<file path="src/core/hrbp_pkg.sv">
/*
  Constants and carrier types for the host register bus port.
  Assumes a single system clock at 250 MHz; imported by both design files.
*/
package hrbp_pkg;

  // ------------------------------------------------------------
  // Mode select encodings
  // ------------------------------------------------------------
  localparam logic [2:0] HRBP_MODE_ASYNC  = 3'h0;
  localparam logic [2:0] HRBP_MODE_ASYNC2 = 3'h1;
  localparam logic [2:0] HRBP_MODE_SYNC   = 3'h7;

  // ------------------------------------------------------------
  // Field positions and widths
  // ------------------------------------------------------------
  localparam int HRBP_DATA_W    = 8;
  localparam int HRBP_ADDR_W    = 11;
  localparam int HRBP_REG_ADR_W = 8;
  localparam int HRBP_CSEL_MSB  = 10;
  localparam int HRBP_CSEL_LSB  = 8;
  localparam int HRBP_CSEL_N    = 8;

  // ------------------------------------------------------------
  // Timing
  // ------------------------------------------------------------
  localparam int HRBP_CLK_PERIOD_NS = 4;
  localparam int HRBP_RDY_MAX_NS    = 150;
  localparam int HRBP_RDY_MAX_CYC   = HRBP_RDY_MAX_NS / HRBP_CLK_PERIOD_NS;
  localparam int HRBP_SYNC_STAGES   = 2;
  localparam logic [HRBP_DATA_W-1:0] HRBP_DATA_RST = 8'h00;

  // ------------------------------------------------------------
  // Carriers
  // ------------------------------------------------------------
  typedef struct packed {
    logic       cs_n;
    logic       ale;
    logic       rd_n;
    logic       wr_n;
    logic       upclk;
  } hrbp_ctl_t;

  typedef struct packed {
    logic                      wr_stb;
    logic                      rd_stb;
    logic [HRBP_REG_ADR_W-1:0] addr;
    logic [HRBP_DATA_W-1:0]    wdata;
  } hrbp_req_t;

  typedef enum logic [1:0] {
    HRBP_IDLE = 2'b00,
    HRBP_WAIT = 2'b01,
    HRBP_DONE = 2'b11,
    HRBP_HOLD = 2'b10
  } hrbp_state_t;

endpackage : hrbp_pkg

</file>
<file path="src/core/hrbp_sync.sv">
/*
  Two-flop synchroniser bank for the host strobes.
  Assumes inputs may change at any time relative to mclk_i.
*/
`timescale 1ns/1ns
`default_nettype none
module hrbp_sync
  import hrbp_pkg::*;
#(
  parameter int WIDTH = 5
) (
  // Clock and reset
  input  wire logic             mclk_i,
  input  wire logic             resetn_i,
  // Data
  input  wire logic [WIDTH-1:0] d_i,
  input  wire logic [WIDTH-1:0] rst_val_i,
  output logic      [WIDTH-1:0] q_o
);

  logic [WIDTH-1:0] meta_reg;
  logic [WIDTH-1:0] q_reg;
  logic             init_reg;

  // ------------------------------------------------------------
  // Synchroniser; reset value is loaded after release
  // ------------------------------------------------------------
  always_ff @(posedge mclk_i or negedge resetn_i) begin
    if (!resetn_i) begin
      // All high in reset so no false low-going strobe edge follows release
      meta_reg <= '1;
      q_reg    <= '1;
      init_reg <= 1'b0;
    end else begin
      meta_reg <= d_i;
      init_reg <= 1'b1;
      q_reg    <= init_reg ? meta_reg : rst_val_i;
    end
  end

  assign q_o = q_reg;

endmodule : hrbp_sync
`default_nettype wire

</file>
<file path="src/core/hrbp_port.sv">
/*
  Host register bus port: async strobe mode and sync clocked mode.
  Assumes a register file outside that answers reg_rdata_i combinationally
  from reg_addr_o, and takes a one-cycle reg_wr_o pulse.
*/
`timescale 1ns/1ns
`default_nettype none

module hrbp_port
  import hrbp_pkg::*;
(
  // Clock and reset
  input  wire logic                      mclk_i,
  input  wire logic                      resetn_i,
  // Host pins
  input  wire logic [2:0]                iface_mode_sel_i,
  input  wire logic [HRBP_ADDR_W-1:0]    addr_i,
  input  wire logic                      cs_n_i,
  input  wire logic                      addr_latch_pin_i,
  input  wire logic                      rd_n_i,
  input  wire logic                      wr_n_i,
  input  wire logic                      upclk_i,
  input  wire logic [HRBP_DATA_W-1:0]    data_i,
  output logic      [HRBP_DATA_W-1:0]    data_o,
  output logic                           data_oe_o,
  output logic                           cycle_done_n_o,
  output logic      [HRBP_CSEL_N-1:0]    companion_cs_n_o,
  // Register file side
  output logic      [HRBP_REG_ADR_W-1:0] reg_addr_o,
  output logic      [HRBP_DATA_W-1:0]    reg_wdata_o,
  output logic                           reg_wr_o,
  output logic                           reg_rd_o,
  input  wire logic [HRBP_DATA_W-1:0]    reg_rdata_i,
  output logic                           mode_err_o
);

  // ------------------------------------------------------------
  // Helpers
  // ------------------------------------------------------------
  function automatic logic [HRBP_CSEL_N-1:0] csel_decode(input logic [2:0] sel);
    logic [HRBP_CSEL_N-1:0] v;
    v = '1;
    v[sel] = 1'b0;
    return v;
  endfunction : csel_decode

  hrbp_ctl_t        ctl_raw;
  hrbp_ctl_t        ctl_s;
  hrbp_ctl_t        ctl_d_reg;
  hrbp_ctl_t        ctl_rst;
  hrbp_req_t        req;
  hrbp_state_t      state_reg;
  hrbp_state_t      state_next;
  logic             sync_mode;
  logic             mode_ok;
  logic             clk_rise;
  logic             strobe_on;
  logic             start_rd;
  logic             start_wr;
  logic [HRBP_REG_ADR_W-1:0] addr_lat_reg;
  logic [HRBP_REG_ADR_W-1:0] addr_eff;
  logic             rd_cyc_reg;
  logic [HRBP_DATA_W-1:0]    wdata_reg;
  logic             dir_rd;

  // ------------------------------------------------------------
  // Strobe synchronisation
  // ------------------------------------------------------------
  assign ctl_raw = '{cs_n: cs_n_i, ale: addr_latch_pin_i, rd_n: rd_n_i,
                     wr_n: wr_n_i, upclk: upclk_i};
  assign ctl_rst = '{cs_n: 1'b1, ale: 1'b0, rd_n: 1'b1, wr_n: 1'b1, upclk: 1'b0};

  hrbp_sync #(.WIDTH($bits(hrbp_ctl_t))) u_sync (
    .mclk_i    (mclk_i),
    .resetn_i  (resetn_i),
    .d_i       (ctl_raw),
    .rst_val_i (ctl_rst),
    .q_o       (ctl_s)
  );

  always_ff @(posedge mclk_i or negedge resetn_i) begin
    if (!resetn_i) begin
      ctl_d_reg <= '{cs_n: 1'b1, ale: 1'b0, rd_n: 1'b1, wr_n: 1'b1, upclk: 1'b0};
    end else begin
      ctl_d_reg <= ctl_s;
    end
  end

  // ------------------------------------------------------------
  // Mode decode and edge detection
  // ------------------------------------------------------------
  assign sync_mode = (iface_mode_sel_i == HRBP_MODE_SYNC);
  assign mode_ok   = (iface_mode_sel_i == HRBP_MODE_ASYNC) ||
                     (iface_mode_sel_i == HRBP_MODE_ASYNC2) || sync_mode;
  assign clk_rise  = !ctl_d_reg.upclk && ctl_s.upclk;
  // In sync mode the write input carries direction (high is read), read input the data strobe
  assign dir_rd    = ctl_s.wr_n;
  assign strobe_on = !ctl_s.cs_n && (sync_mode ? !ctl_s.rd_n : (!ctl_s.rd_n || !ctl_s.wr_n));

  always_comb begin
    start_rd = 1'b0;
    start_wr = 1'b0;
    if (mode_ok && !ctl_s.cs_n) begin
      if (sync_mode) begin
        if (clk_rise && !ctl_s.rd_n) begin
          start_rd = dir_rd;
          start_wr = !dir_rd;
        end
      end else begin
        start_rd = ctl_d_reg.rd_n && !ctl_s.rd_n;
        start_wr = ctl_d_reg.wr_n && !ctl_s.wr_n;
      end
    end
  end

  // ------------------------------------------------------------
  // Address latch, transparent while strobe high
  // ------------------------------------------------------------
  // Pin level is used unsynchronised so the address is held from the fall itself
  always_ff @(posedge mclk_i or negedge resetn_i) begin
    if (!resetn_i) begin
      addr_lat_reg <= '0;
    end else if (addr_latch_pin_i) begin
      addr_lat_reg <= addr_i[HRBP_REG_ADR_W-1:0];
    end
  end

  assign addr_eff = addr_latch_pin_i ? addr_i[HRBP_REG_ADR_W-1:0] : addr_lat_reg;

  // ------------------------------------------------------------
  // Cycle state machine
  // ------------------------------------------------------------
  always_comb begin
    state_next = state_reg;
    case (state_reg)
      HRBP_IDLE: begin
        if (start_rd || start_wr) begin
          state_next = HRBP_WAIT;
        end
      end
      HRBP_WAIT: begin
        state_next = HRBP_DONE;
      end
      HRBP_DONE: begin
        if (!strobe_on) begin
          state_next = HRBP_HOLD;
        end
      end
      HRBP_HOLD: begin
        state_next = HRBP_IDLE;
      end
      default: begin
        state_next = HRBP_IDLE;
      end
    endcase
  end

  always_ff @(posedge mclk_i or negedge resetn_i) begin
    if (!resetn_i) begin
      state_reg <= HRBP_IDLE;
    end else begin
      state_reg <= state_next;
    end
  end

  always_ff @(posedge mclk_i or negedge resetn_i) begin
    if (!resetn_i) begin
      rd_cyc_reg <= 1'b0;
      wdata_reg  <= HRBP_DATA_RST;
    end else if (state_reg == HRBP_IDLE && (start_rd || start_wr)) begin
      rd_cyc_reg <= start_rd;
      wdata_reg  <= data_i;
    end
  end

  // ------------------------------------------------------------
  // Register file access, one strobe per cycle
  // ------------------------------------------------------------
  assign req = '{wr_stb: state_reg == HRBP_WAIT && !rd_cyc_reg,
                 rd_stb: state_reg == HRBP_WAIT && rd_cyc_reg,
                 addr: addr_eff, wdata: wdata_reg};

  always_ff @(posedge mclk_i or negedge resetn_i) begin
    if (!resetn_i) begin
      reg_addr_o  <= '0;
      reg_wdata_o <= HRBP_DATA_RST;
      reg_wr_o    <= 1'b0;
      reg_rd_o    <= 1'b0;
    end else begin
      if (state_reg == HRBP_IDLE) begin
        reg_addr_o <= req.addr;
      end
      reg_wdata_o <= req.wdata;
      reg_wr_o    <= req.wr_stb;
      reg_rd_o    <= req.rd_stb;
    end
  end

  // ------------------------------------------------------------
  // Host facing outputs
  // ------------------------------------------------------------
  always_ff @(posedge mclk_i or negedge resetn_i) begin
    if (!resetn_i) begin
      data_o         <= HRBP_DATA_RST;
      data_oe_o      <= 1'b0;
      cycle_done_n_o <= 1'b1;
    end else begin
      if (state_next == HRBP_WAIT && start_rd) begin
        data_oe_o <= 1'b1;
      end else if (state_next == HRBP_IDLE) begin
        data_oe_o <= 1'b0;
      end
      if (state_reg == HRBP_WAIT && rd_cyc_reg) begin
        data_o <= reg_rdata_i;
      end
      // Completion on the same edge that data_o is loaded; well within 150 ns
      cycle_done_n_o <= !(state_next == HRBP_DONE);
    end
  end

  always_ff @(posedge mclk_i or negedge resetn_i) begin
    if (!resetn_i) begin
      companion_cs_n_o <= '1;
      mode_err_o       <= 1'b0;
    end else begin
      companion_cs_n_o <= ctl_s.cs_n ? '1
                          : csel_decode(addr_i[HRBP_CSEL_MSB:HRBP_CSEL_LSB]);
      mode_err_o       <= !mode_ok;
    end
  end

endmodule : hrbp_port
`default_nettype wire

</file>
<file path="config.mk">
export PLATFORM = sky130hd
export DESIGN_NAME = hrbp_port
export DESIGN_NICKNAME = d
export VERILOG_FILES = /design/src/core/hrbp_pkg.sv /design/src/core/hrbp_sync.sv /design/src/core/hrbp_port.sv
export SDC_FILE = /design/constraint.sdc
export NUM_CORES = 1
export LEC_CHECK = 0
export BUFFER_PORTS_ARGS = -buffer_cell sky130_fd_sc_hd__buf_2
export CORE_AREA = 10 10 81 83
export DETAILED_ROUTE_END_ITERATION = 10
export DIE_AREA = 0 0 91 93
export PLACE_DENSITY = 0.76
export REMOVE_ABC_BUFFERS = 1
export SLEW_MARGIN = 20
export SYNTH_ARGS = -nofsm -noshare
export SYNTH_HDL_FRONTEND = slang
export SYNTH_SLANG_ARGS = --single-unit
</file>
<file path="constraint.sdc">
create_clock -name mclk_i -period 2.27 [get_ports mclk_i]
set_input_delay 0.1135 -clock mclk_i [delete_from_list [all_inputs] [get_ports mclk_i]]
set_output_delay 0.1135 -clock mclk_i [all_outputs]
set_load 0.03 [all_outputs]
</file>
==> out/summary.md <==
- total standard cell area after synthesis: 0.00240 mm^2
- clock latency at the later pin of the worst-skew pair: 0.33 ns
- setup repair after global routing missed its margin: false
- number of distinct standard cells referenced by the synthesized netlist: 32
- proportion of layout cells with a drive suffix above 1: 0.505
- most frequent standard cell in the layout excluding fill and tap cells: sky130_fd_sc_hd__buf_2
- final critical-path required period: 1.81 ns
- cell area after layout: 0.00328 mm^2
- CP Data Required Time: 2.49 ns
- status: complete, no violations
- post-DR wirelength/cell: 13.9 um
- Pwr Density: 1240 mW/mm^2
- gate count after technology mapping: 170
- synthesis-to-layout area growth: 36.6%
- CP arrival: 2.02 ns
- sequential fraction of the synthesis area: 0.719
- post-synthesis register bit count: 68
- slack of the worst reg-to-reg path: 0.46 ns
- Peak VDD IR: 0.764 mV
- clock tree from TritonCTS: done
- number of hold violations in the final report: 0
- drt first-iter violations: 30
- mean instance size in the synthesized netlist: 14.1 um^2
- number of maximum-capacitance violations: 0
- maximum fanout along the worst path: 8
- WHS Path Cells: 2
- Highest Clock Rate: 0.553 GHz
- initial standard-cell utilization of the core: 0.479
- worst flop-to-flop path startpoint: u_sync.q_o[0]
- commonest non-fill, non-tap cells in the layout: sky130_fd_sc_hd__buf_2 (73), sky130_fd_sc_hd__dfrtp_1 (49), sky130_fd_sc_hd__nand2_1 (34), sky130_fd_sc_hd__mux2_2 (24), sky130_fd_sc_hd__dfstp_2 (19)
- final count of negative-setup-slack endpoints: 0
- via count: 1550
- Antenna Violating Nets Remaining: 0
- I/O Buffers: 73
- combined global-route utilization of all metal layers: 0.124
- final number of max-transition violations: 0
- placer's final routability congestion estimate: 0.748
- Fin Setup TNS: 0 ns
- ys async rst share: 1.00
- area enclosed by the die boundary: 0.00846 mm^2
- post-route worst hold slack: 0.0187 ns
- clk slew on worst S/H paths: 0.07 ns
- level count of the clock H-tree: 3
- portion of synthesized cell area occupied by the leading cell type: 0.511
- first drt pass iteration count: 2
- endpoint of the worst register-to-register path: wdata_reg[1]
- sort of element at the end of the critical path: register
- worst setup path class: reg2reg
- initial antenna violation count: 0
- core outline area: 0.00501 mm^2
- number of top-level pins: 74
- Period Utilization, post-route: 0.796
- number of buffers on the longest clock path: 2
- vias in the first global route: 1692
- Worst Reg2Reg Path Length in Cells: 4
- number of buffers added by the clock tree synthesis step: 9
- placed wire-length estimate after detailed placement: 3480 um
- Area after DPL: 0.00287 mm^2
- Area contributors post-synth: sky130_fd_sc_hd__dfrtp_1 (51%), sky130_fd_sc_hd__dfstp_2 (21%), sky130_fd_sc_hd__mux2_2 (11%)
- Placed Instances: 311
- endpoint of the worst hold path: wdata_reg[7]
- static leakage: 1.54 nW
- DRC violations left: 0
- row cnt: 26
- main flop type after synthesis: sky130_fd_sc_hd__dfrtp_1
- cell at the root of the clock tree: sky130_fd_sc_hd__clkbuf_8
- worst min-delay path startpoint: data_i[7]
- number of cells in the finished layout apart from fillers: 345
- count of synthesis-stage warnings from yosys: 0
- die height: 93 um
- diode insertion count for antenna repair: 0
- die width: 91 um
- number of filler cells placed in the layout: 399
- maximum number of pins on one net before global-route repair: 36
- buffers inserted by post-CTS timing repair: 0
- first-pass GRT wire length: 8270 um
- startpoint types: register
- EDFF count, synth: 0
- drt total wl: 4800 um
- Relative slew margins: 0.504
- mean number of vias per cell: 4.49
- global route total overflow: 0
- slew at the pin closest to its max-slew limit: 0.744 ns
- CTS sink count: 68
- post-synth top area cell: sky130_fd_sc_hd__dfrtp_1
- Final Net Count: 307
- Hold Crit Class: in2reg
- worst setup skew after layout: 0.00400 ns
## cells by family after synthesis
kind of cell | count (synthesis) | share of synthesized area
DFF | 68 | 0.719
muxes | 25 | 0.117
other | 1 | 0.00156
buffers and inverters | 7 | 0.0115
AOI/OAI and AO/OA | 11 | 0.0412
and+or+nand+nor | 58 | 0.110
## worst max-delay path, stage by stage (launching register included)
cell and delay, ns:
sky130_fd_sc_hd__dfstp_2 0.53, sky130_fd_sc_hd__nor3b_1 0.32, sky130_fd_sc_hd__nand2_1 0.17, sky130_fd_sc_hd__a21oi_4 0.30, sky130_fd_sc_hd__mux2_2 0.38
## power breakdown
part           internal, W  switching [W]  total (W)
registers          0.00157       0.000153    0.00172
logic             0.000424       0.000790    0.00121
clock network     0.000705       0.000416    0.00112
## metrics by stage
step                       util  worst slack, ns  power, W
after floorplan               -            0.639   0.00255
after global placement    0.572            0.519   0.00293
after detailed placement  0.572            0.451   0.00297
after CTS                 0.655            0.443   0.00412
after global routing      0.655            0.310   0.00431
final                     0.655            0.463   0.00406
## layout make-up
type / instances / area [um^2] / area share
flip-flops and latches: 68 / 1730 / 0.526
multi-input cells: 95 / 648 / 0.198
repair buffers: 93 / 573 / 0.175
clock buffers: 12 / 165 / 0.0503
well taps: 70 / 87.6 / 0.0267
clock inverters: 4 / 70.1 / 0.0214
inverters: 3 / 11.3 / 0.00343
## cells in the mapped netlist, types with 2 or more instances
library cell               number
sky130_fd_sc_hd__dfstp_2       19
sky130_fd_sc_hd__nor2_1         4
sky130_fd_sc_hd__nand2b_1       3
sky130_fd_sc_hd__clkbuf_1       3
sky130_fd_sc_hd__nor2b_1        4
sky130_fd_sc_hd__mux2_2        24
sky130_fd_sc_hd__dfrtp_1       49
sky130_fd_sc_hd__nor3_1         2
sky130_fd_sc_hd__nand2_1       34
sky130_fd_sc_hd__o21a_1         2
sky130_fd_sc_hd__nand3_1        4
sky130_fd_sc_hd__inv_1          2
## timing repair
action | CTS | global route
resized for setup | 0 | 0
hold endpoints to repair | 30 | 0
hold buffers | 18 | 0
## worst max path at each step
stage	startpoint	end	slack, ns	depth (start not counted)
global route	u_sync.q_o[0]	wdata_reg[3]	0.31	4
finish	u_sync.q_o[0]	wdata_reg[1]	0.46	4
CTS	u_sync.q_o[0]	wdata_reg[1]	0.44	4
global placement	u_sync.q_o[0]	wdata_reg[1]	0.52	4
detailed placement	u_sync.q_o[0]	wdata_reg[1]	0.45	4
floorplan	u_sync.q_o[0]	wdata_reg[0]	0.64	4
## layer usage
metal	routed length, um	track usage	share of wire
met1	1990	0.138	0.42
met2	2170	0.183	0.45
met3	528	0.0687	0.11
met4	108	0.0744	0.022
met5	0	0	0
No activity file was read; power rests on OpenSTA's default activity.
